### src/shared/csl_pkg.sv
`default_nettype none
package csl_pkg;
    // register byte offsets
    localparam logic [7:0] CTRL_OFS = 8'h00;
    localparam logic [7:0] STATUS_OFS = 8'h04;
    localparam logic [7:0] IRQ_STAT_OFS = 8'h08;
    localparam logic [7:0] IRQ_MASK_OFS = 8'h0C;
    // control fields
    localparam int CTRL_MODCLR_BIT = 0;
    localparam int CTRL_VARIANT_BIT = 1;
    localparam logic [31:0] CTRL_RESET = 32'h0000_0000;
    localparam logic [31:0] MASK_RESET = 32'h0000_0000;
    // status fields
    localparam int ST_RUN_LED_BIT = 0;
    localparam int ST_ERR_LED_BIT = 1;
    localparam int ST_INIT_BIT = 2;
    localparam int ST_MODFLT_BIT = 3;
    localparam int ST_BOOTFAIL_BIT = 4;
    localparam int ST_ERRSEL_LSB = 8;
    // interrupt event bits
    localparam int IRQ_MODFLT_BIT = 0;
    localparam int IRQ_BUSOFF_BIT = 1;
    localparam int IRQ_SYNC_BIT = 2;
    localparam int IRQ_GUARD_BIT = 3;
    localparam int IRQ_WARN_BIT = 4;
    localparam int IRQ_W = 5;
    // nmt state encoding
    localparam logic [1:0] NMT_STOPPED = 2'h0;
    localparam logic [1:0] NMT_PREOP = 2'h1;
    localparam logic [1:0] NMT_OPER = 2'h2;
    // switch encodings
    localparam logic [3:0] BAUD_INIT = 4'h9;
    localparam logic [3:0] BAUD_MAX = 4'h7;
    localparam logic [7:0] NODE_ZERO = 8'h00;
    localparam logic [7:0] NODE_PAIR_ZERO = 8'h80;
    // flash timing
    localparam int CLK_HZ = 125_000_000;
    localparam int PHASE_MS = 200;
    localparam int RAPID_MS = 50;
    localparam int GAP_MS = 1000;
    localparam int PHASE_CYC = CLK_HZ / 1000 * PHASE_MS;
    localparam int RAPID_CYC = CLK_HZ / 1000 * RAPID_MS;
    localparam int GAP_CYC = CLK_HZ / 1000 * GAP_MS;
    // pattern selectors
    typedef enum logic [2:0] {
        PAT_OFF, PAT_ON, PAT_SINGLE, PAT_DOUBLE, PAT_TRIPLE, PAT_BLINK,
        PAT_RAPID
    } csl_pat_t;
endpackage : csl_pkg
`default_nettype wire

### src/rtl/csl_flasher.sv
`default_nettype none
// turns a pattern selector into an led level; flash counts restart
// cleanly whenever the selector changes so no half pattern is shown
module csl_flasher #(
    parameter int PHASE_CYC = csl_pkg::PHASE_CYC,
    parameter int RAPID_CYC = csl_pkg::RAPID_CYC,
    parameter int GAP_CYC = csl_pkg::GAP_CYC
) (
    // clock and reset
    input wire logic clock,
    input wire logic arst_n,
    // pattern in, level out
    input wire csl_pkg::csl_pat_t pat,
    output logic led
);
    logic [31:0] tmr_r;
    logic [2:0] step_r;
    csl_pkg::csl_pat_t pat_r;
    logic [2:0] flashes;
    logic [31:0] dur;

    // number of flashes for counted patterns
    always_comb begin
        case (pat)
            csl_pkg::PAT_SINGLE: flashes = 3'h1;
            csl_pkg::PAT_DOUBLE: flashes = 3'h2;
            csl_pkg::PAT_TRIPLE: flashes = 3'h3;
            default: flashes = 3'h0;
        endcase
    end

    // length of current phase; last off phase of a burst is the long gap
    always_comb begin
        if (pat == csl_pkg::PAT_RAPID)
            dur = 32'(RAPID_CYC);
        else if (flashes != 3'h0 && step_r == 3'(2 * flashes - 1))
            dur = 32'(GAP_CYC);
        else
            dur = 32'(PHASE_CYC);
    end

    // phase timer and step counter
    always_ff @(posedge clock or negedge arst_n) begin
        if (!arst_n) begin
            tmr_r <= 32'h0000_0000;
            step_r <= 3'h0;
            pat_r <= csl_pkg::PAT_OFF;
            led <= 1'b0;
        end else begin
            pat_r <= pat;
            if (pat != pat_r) begin
                tmr_r <= 32'h0000_0000;
                step_r <= 3'h0;
            end else if (tmr_r >= dur - 32'h0000_0001) begin
                tmr_r <= 32'h0000_0000;
                if (flashes != 3'h0 && step_r == 3'(2 * flashes - 1))
                    step_r <= 3'h0;
                else if (flashes == 3'h0)
                    step_r <= {2'h0, ~step_r[0]};
                else
                    step_r <= step_r + 3'h1;
            end else begin
                tmr_r <= tmr_r + 32'h0000_0001;
            end
            case (pat)
                csl_pkg::PAT_OFF: led <= 1'b0;
                csl_pkg::PAT_ON: led <= 1'b1;
                default: led <= (pat == pat_r) && !step_r[0];
            endcase
        end
    end
endmodule : csl_flasher
`default_nettype wire

### src/rtl/csl_status_led.sv
// Added by the designer: the AXI4-Lite register port and the register addresses.
`default_nettype none
module csl_status_led #(
    parameter int PHASE_CYC = csl_pkg::PHASE_CYC,
    parameter int RAPID_CYC = csl_pkg::RAPID_CYC,
    parameter int GAP_CYC = csl_pkg::GAP_CYC,
    parameter int BOOT_DLY = 8
) (
    // clock and reset
    input wire logic clock,
    input wire logic arst_n,
    // axi4-lite write address and data
    input wire logic [7:0] s_axi_awaddr,
    input wire logic s_axi_awvalid,
    output logic s_axi_awready,
    input wire logic [31:0] s_axi_wdata,
    input wire logic [3:0] s_axi_wstrb,
    input wire logic s_axi_wvalid,
    output logic s_axi_wready,
    // axi4-lite write response
    output logic [1:0] s_axi_bresp,
    output logic s_axi_bvalid,
    input wire logic s_axi_bready,
    // axi4-lite read
    input wire logic [7:0] s_axi_araddr,
    input wire logic s_axi_arvalid,
    output logic s_axi_arready,
    output logic [31:0] s_axi_rdata,
    output logic [1:0] s_axi_rresp,
    output logic s_axi_rvalid,
    input wire logic s_axi_rready,
    // protocol stack and can controller status, same clock
    input wire logic node_ready,
    input wire logic [1:0] nmt_state,
    input wire logic module_fault,
    input wire logic can_warn,
    input wire logic can_bus_off,
    input wire logic guard_event,
    input wire logic sync_timeout,
    // switch pins, asynchronous
    input wire logic [3:0] baud_selector,
    input wire logic [7:0] node_id_selector,
    input wire logic init_run_selector,
    // outputs
    output logic run_led,
    output logic err_led,
    output logic init_mode,
    output logic boot_fail,
    output logic irq
);
    // switch synchronisers: three stages, accept when stages 2 and 3 agree
    logic [12:0] sw_s1_r, sw_s2_r, sw_s3_r, sw_r;
    always_ff @(posedge clock or negedge arst_n) begin
        if (!arst_n) begin
            sw_s1_r <= 13'h0000;
            sw_s2_r <= 13'h0000;
            sw_s3_r <= 13'h0000;
            sw_r <= 13'h0000;
        end else begin
            sw_s1_r <= {init_run_selector, node_id_selector, baud_selector};
            sw_s2_r <= sw_s1_r;
            sw_s3_r <= sw_s2_r;
            if (sw_s2_r == sw_s3_r)
                sw_r <= sw_s3_r;
        end
    end

    // control register and module-fault latch
    localparam int IRQ_W_L = csl_pkg::IRQ_W;
    logic [31:0] ctrl_r, mask_r;
    logic [IRQ_W_L-1:0] irq_stat_r;
    logic modflt_r;
    logic wr_fire;
    logic [7:0] aw_r;
    logic [31:0] w_r;
    logic [3:0] ws_r;
    logic aw_ok_r, w_ok_r;
    logic rd_clr;

    // strobe-aware merge of a write into a word
    function automatic logic [31:0] merge(input logic [31:0] old,
                                          input logic [31:0] d,
                                          input logic [3:0] be);
        logic [31:0] r;
        r = old;
        for (int i = 0; i < 4; i++)
            if (be[i])
                r[i*8 +: 8] = d[i*8 +: 8];
        return r;
    endfunction : merge

    // latched until software writes the clear bit; set wins over clear
    always_ff @(posedge clock or negedge arst_n) begin
        if (!arst_n)
            modflt_r <= 1'b0;
        else if (module_fault)
            modflt_r <= 1'b1;
        else if (wr_fire && aw_r == csl_pkg::CTRL_OFS && ws_r[0]
                 && w_r[csl_pkg::CTRL_MODCLR_BIT])
            modflt_r <= 1'b0;
    end

    // start-up switch check and mode selection after a settle delay
    logic [7:0] boot_cnt_r;
    logic booted_r;
    always_ff @(posedge clock or negedge arst_n) begin
        if (!arst_n) begin
            boot_cnt_r <= 8'h00;
            booted_r <= 1'b0;
            boot_fail <= 1'b0;
            init_mode <= 1'b0;
        end else if (!booted_r) begin
            if (boot_cnt_r == 8'(BOOT_DLY)) begin
                booted_r <= 1'b1;
                // node id 0 or 0x80 and baud 8 or above 9 illegal
                boot_fail <= (sw_r[11:4] == csl_pkg::NODE_ZERO)
                    || (sw_r[11:4] == csl_pkg::NODE_PAIR_ZERO)
                    || (sw_r[3:0] > csl_pkg::BAUD_MAX
                        && sw_r[3:0] != csl_pkg::BAUD_INIT);
            end else begin
                boot_cnt_r <= boot_cnt_r + 8'h01;
            end
        end else begin
            // eight-slot uses its own switch, four-slot baud 9
            if (ctrl_r[csl_pkg::CTRL_VARIANT_BIT])
                init_mode <= sw_r[12];
            else
                init_mode <= (sw_r[3:0] == csl_pkg::BAUD_INIT);
        end
    end

    // run led pattern selection
    csl_pkg::csl_pat_t run_pat, err_pat;
    logic running;
    assign running = node_ready && booted_r && !boot_fail && !init_mode;
    always_comb begin
        if (!running)
            run_pat = csl_pkg::PAT_OFF;
        else if (modflt_r)
            run_pat = csl_pkg::PAT_RAPID;
        else begin
            case (nmt_state)
                csl_pkg::NMT_STOPPED: run_pat = csl_pkg::PAT_SINGLE;
                csl_pkg::NMT_PREOP: run_pat = csl_pkg::PAT_BLINK;
                csl_pkg::NMT_OPER: run_pat = csl_pkg::PAT_ON;
                default: run_pat = csl_pkg::PAT_OFF;
            endcase
        end
    end

    // error led: most severe active condition wins
    always_comb begin
        if (can_bus_off)
            err_pat = csl_pkg::PAT_ON;
        else if (sync_timeout)
            err_pat = csl_pkg::PAT_TRIPLE;
        else if (guard_event)
            err_pat = csl_pkg::PAT_DOUBLE;
        else if (can_warn)
            err_pat = csl_pkg::PAT_SINGLE;
        else
            err_pat = csl_pkg::PAT_OFF;
    end

    // two independent flashers
    csl_flasher #(.PHASE_CYC(PHASE_CYC), .RAPID_CYC(RAPID_CYC),
                  .GAP_CYC(GAP_CYC)) u_run (
        .clock(clock), .arst_n(arst_n), .pat(run_pat), .led(run_led));
    csl_flasher #(.PHASE_CYC(PHASE_CYC), .RAPID_CYC(RAPID_CYC),
                  .GAP_CYC(GAP_CYC)) u_err (
        .clock(clock), .arst_n(arst_n), .pat(err_pat), .led(err_led));

    // write channel: address and data in either order, then response
    assign wr_fire = aw_ok_r && w_ok_r && !s_axi_bvalid;
    always_ff @(posedge clock or negedge arst_n) begin
        if (!arst_n) begin
            aw_ok_r <= 1'b0;
            w_ok_r <= 1'b0;
            aw_r <= 8'h00;
            w_r <= 32'h0000_0000;
            ws_r <= 4'h0;
            s_axi_awready <= 1'b0;
            s_axi_wready <= 1'b0;
            s_axi_bvalid <= 1'b0;
            s_axi_bresp <= 2'h0;
        end else begin
            s_axi_awready <= !aw_ok_r && !s_axi_awready && s_axi_awvalid;
            s_axi_wready <= !w_ok_r && !s_axi_wready && s_axi_wvalid;
            if (s_axi_awvalid && s_axi_awready) begin
                aw_ok_r <= 1'b1;
                aw_r <= s_axi_awaddr;
            end
            if (s_axi_wvalid && s_axi_wready) begin
                w_ok_r <= 1'b1;
                w_r <= s_axi_wdata;
                ws_r <= s_axi_wstrb;
            end
            if (wr_fire) begin
                aw_ok_r <= 1'b0;
                w_ok_r <= 1'b0;
                s_axi_bvalid <= 1'b1;
                s_axi_bresp <= (aw_r == csl_pkg::CTRL_OFS
                    || aw_r == csl_pkg::IRQ_MASK_OFS
                    || aw_r == csl_pkg::STATUS_OFS
                    || aw_r == csl_pkg::IRQ_STAT_OFS) ? 2'h0 : 2'h2;
            end else if (s_axi_bvalid && s_axi_bready) begin
                s_axi_bvalid <= 1'b0;
            end
        end
    end

    // writable registers
    always_ff @(posedge clock or negedge arst_n) begin
        if (!arst_n) begin
            ctrl_r <= csl_pkg::CTRL_RESET;
            mask_r <= csl_pkg::MASK_RESET;
        end else if (wr_fire) begin
            if (aw_r == csl_pkg::CTRL_OFS)
                ctrl_r <= merge(ctrl_r, w_r, ws_r) & 32'h0000_0002;
            if (aw_r == csl_pkg::IRQ_MASK_OFS)
                mask_r <= merge(mask_r, w_r, ws_r) & 32'h0000_001F;
        end
    end

    // sticky events; a read clears, but a new event in that cycle stays
    logic [IRQ_W_L-1:0] ev;
    assign ev = {can_warn, guard_event, sync_timeout, can_bus_off,
                 module_fault};
    always_ff @(posedge clock or negedge arst_n) begin
        if (!arst_n)
            irq_stat_r <= '0;
        else
            irq_stat_r <= (rd_clr ? '0 : irq_stat_r) | ev;
    end

    always_ff @(posedge clock or negedge arst_n) begin
        if (!arst_n)
            irq <= 1'b0;
        else
            irq <= |(irq_stat_r & mask_r[IRQ_W_L-1:0]);
    end

    // read channel: one-cycle arready, data the next cycle
    logic [31:0] stat_w;
    assign stat_w = {21'h0, err_pat, 3'h0, boot_fail, modflt_r, init_mode,
                     err_led, run_led};
    assign rd_clr = s_axi_arvalid && s_axi_arready
                    && s_axi_araddr == csl_pkg::IRQ_STAT_OFS;
    always_ff @(posedge clock or negedge arst_n) begin
        if (!arst_n) begin
            s_axi_arready <= 1'b0;
            s_axi_rvalid <= 1'b0;
            s_axi_rdata <= 32'h0000_0000;
            s_axi_rresp <= 2'h0;
        end else begin
            s_axi_arready <= !s_axi_arready && !s_axi_rvalid
                             && s_axi_arvalid;
            if (s_axi_arvalid && s_axi_arready) begin
                s_axi_rvalid <= 1'b1;
                s_axi_rresp <= 2'h0;
                case (s_axi_araddr)
                    csl_pkg::CTRL_OFS: s_axi_rdata <= ctrl_r;
                    csl_pkg::STATUS_OFS: s_axi_rdata <= stat_w;
                    csl_pkg::IRQ_STAT_OFS:
                        s_axi_rdata <= {27'h0, irq_stat_r};
                    csl_pkg::IRQ_MASK_OFS: s_axi_rdata <= mask_r;
                    default: begin
                        s_axi_rdata <= 32'h0000_0000;
                        s_axi_rresp <= 2'h2;
                    end
                endcase
            end else if (s_axi_rvalid && s_axi_rready) begin
                s_axi_rvalid <= 1'b0;
            end
        end
    end
endmodule : csl_status_led
`default_nettype wire

### config.mk
export PLATFORM = sky130hd
export DESIGN_NAME = csl_status_led
export DESIGN_NICKNAME = d
export VERILOG_FILES = /design/src/shared/csl_pkg.sv /design/src/rtl/csl_flasher.sv /design/src/rtl/csl_status_led.sv
export SDC_FILE = /design/constraint.sdc
export NUM_CORES = 1
export LEC_CHECK = 0
export ABC_AREA = 1
export BUFFER_PORTS_ARGS = -buffer_cell sky130_fd_sc_hd__buf_2
export CORE_AREA = 3 3 133 135
export CTS_CLUSTER_DIAMETER = 200
export DETAILED_ROUTE_END_ITERATION = 12
export DIE_AREA = 0 0 136 138
export PLACE_DENSITY = 0.9
export REMOVE_ABC_BUFFERS = 1
export SLEW_MARGIN = 20
export SYNTH_ARGS = -nofsm -noshare
export SYNTH_HDL_FRONTEND = slang
export SYNTH_HIERARCHICAL = 1
export SYNTH_SLANG_ARGS = --single-unit
### constraint.sdc
create_clock -name clock -period 3.95 [get_ports clock]
set_clock_uncertainty 0.05 [all_clocks]
set_input_delay 0.395 -clock clock [delete_from_list [all_inputs] [get_ports clock]]
set_output_delay 0.395 -clock clock [all_outputs]
set_load 0.005 [all_outputs]
==> flow_summary.ini <==
[cells_and_area]
final_nets = 1364
layout_commonest_cell = nand2_1
final_cell_mix = nand2_1, dfrtp_1, nor2_1
layout-drive-gt1-share_pct = 13.74
antenna_cells = 0
fin_cells = 1479
final_util_pct = 64.86
synthToLayoutAreaGrowth_pct = 13.00

[die]
chipWidth_um = 136
rows = 47
die-area_mm2 = 0.01877
coreArea_mm2 = 0.01658
fp.dieH_um = 138
start_util_pct = 57.40
io_pins = 126

[routing]
ant_nets = 0
totalWireLength_um = 20680
route.vias.total = 7695
first_iter_violations = 551
firstDrtPassIters = 5
drc_errors = 0
wl_per_cell_um = 13.98
viasPerCell = 5.203

[yosys]
avgSynthCellArea_um2 = 8.292
synthArstFlopShare_pct = 100.0
ys_ff_latch = 184
yosys.area_share.adder_pct = 4.995
yosys_warnings = 6
synth_area_mm2 = 0.009519
synth_compound_area_share_pct = 3.378
synthXorXnorAreaFrac_pct = 4.784
synth-simple-area-share_pct = 29.47
synth_edf_count = 0
synth_cell_type_count = 43
synth_flop_cell = dfrtp_1
synth_top_family_by_area = simple AND/OR/NAND/NOR gates
ys_seq_area_share_pct = 48.37
muxShareOfSynthArea_pct = 0
synth_cells = 1148

[power_and_ir_drop]
p_leak_nw = 5.412
p_per_area_mw_per_mm2 = 396.0
ir_drop_uv = 389.2

[place]
place_hpwl_um = 14530
gp_congestion = 0.8900
port_buffers = 69
place_ws_ns = 0.1363
dp_cells = 1436

[cts]
htreeDepth = 4
clk_latency_ns = 0.43
cts_root_buf = clkbuf_16
cts_buffer_depth = 2
cts_tree = done
cts-buffers-inserted = 17
clock-sinks = 184
path_clk_slew_ns = 0.08

[global_routing]
grt_overflow = 0
grt_pass1_vias = 7581
grt_pass1_wl_um = 34960
antenna_found_initial = 0
grt_max_degree = 90
grt_util_met3_pct = 4.833
use_met2_pct = 38.93
grt_util_met1_pct = 29.21
globalRouteTotalUtil_pct = 22.93
grt_busiest_layer = met2

[timing]
setup_viol = 0
worstMarginPinSlew_ns = 0.7667
timing.final.ws_setup_ns = 0.3483
fmax_mhz = 277.6
hold_viol_final = 0
timing.hold.ws_ns = 0.01848
finalMaxSlewViolations = 0
fin_setup_tns_ns = 0
finalCritPeriodShare_pct = 91.18
max_slew_margin_pct = 48.88
finalCriticalPeriod_ns = 3.602

[setup_path]
crit_arrival_ns = 3.87
r2r_slack_ns = 0.35
critPathCaptureType = register
worstPathRequired_ns = 4.22
cp_max_fo = 10
cp-start-kind = register
path_class = register to register

[status]
status = finished, final reports clean

[worst_hold_path]
worst_hold_path_type = input port to register

[job]
cap_violations = 0
-- synthesized netlist by cell type (4+ instances only) --
library cell	n	share of area, %
inv_2	4	0.16
nand4_1	20	1.3
nor2_1	156	6.2
xor2_1	32	2.9
nor3_2	8	0.84
a21oi_1	11	0.58
o21ai_0	28	1.5
dfrtp_1	184	48
buf_4	30	2.4
nand2_2	8	0.53
nor2_2	12	0.79
buf_6	5	0.59
nor3_1	16	0.84
nand3_1	61	3.2
ha_1	38	5.0
nand3b_1	4	0.32
nor2_4	9	1.1
inv_1	137	5.4
nand3_2	4	0.42
nand2_1	323	13
xnor2_1	20	1.8
-- cell families after synthesis --
kind of cell | count (synthesis)
other | 3
AOI/OAI and AO/OA | 55
and+or+nand+nor | 634
DFF | 184
adders and majority gates | 38
xor gates and xnor gates | 52
buffers and inverters | 182
-- path summary, 6_finish.rpt --
path / from / to / depth (start not counted)
max: init_mode / u_run/tmr_r[23] / 22
max in group asynchronous: arst_n / boot_cnt_r[6] / 3
min in group asynchronous: arst_n / aw_r[7] / 2
min reg2reg: sw_s1_r[4] / sw_s2_r[4] / 0
min: node_id_selector[4] / sw_s1_r[8] / 1
max reg2reg: init_mode / u_run/tmr_r[23] / 22
-- registers in the layout (all words and copies together), names as in the netlist, 12 cells and up --
register,flops
sw_r,12
u_run/tmr_r,32
sw_s1_r,13
u_err/tmr_r,32
sw_s2_r,13
sw_s3_r,13
-- what timing repair did --
action | 4_1_cts | 5_1_grt
hold endpoints to repair | 42 | 4
hold buffers | 5 | 4
resized for setup | 0 | 8
setup endpoints to repair | 0 | 31
buffers inserted | 0 | 2
-- per-layer routing --
layer | share of wire [%] | vias up
met5 | 0 | -
met4 | 2.2 | 0
met3 | 5.9 | 46
met2 | 50 | 293
met1 | 42 | 3631
li1 | - | 3725
-- report_power, final --
| group | switching [mW] | internal (mW) |
|---|---|---|
| clock | 0.808 | 0.910 |
| sequential | 0.103 | 2.03 |
| combinational | 0.259 | 0.149 |
| total | 1.17 | 3.09 |
-- critical path, cell delays in order, from the launching register on --
cell and delay (ns):
dfrtp_1 0.44, inv_1 0.09, nand4_1 0.11, buf_4 0.18, nor2_4 0.14, or2_2 0.17
nand3_1 0.09, ha_1 0.33, nand2_1 0.08, nand2_1 0.05, nor3_1 0.13, nand3_1 0.15
nor2_2 0.16, inv_1 0.11, ha_1 0.31, nand4_1 0.09, nor2_1 0.15, inv_1 0.08
nor2_2 0.14, nand2_1 0.08, nand2_2 0.10, buf_4 0.19, nor2_1 0.07
-- per-stage QoR --
step                total power, mW  instance area [um2]
global placement              2.529                10010
CTS                           4.283                10680
detailed placement            2.559                10010
finish                        4.259                10760
global route                  4.454                10760
floorplan                     2.380                 9330
-- cell type report --
| class | count | area [um2] |
|---|---|---|
| fillers | 1250 | 5827 |
| flip-flops and latches | 184 | 4604 |
| multi-input cells | 815 | 4219 |
| inverters | 142 | 533.0 |
| repair buffers | 86 | 514.2 |
| clock buffers | 17 | 425.4 |
| well taps | 220 | 275.3 |
| clock inverters | 15 | 185.2 |
Note: power is estimated with default switching activity, not from simulation.
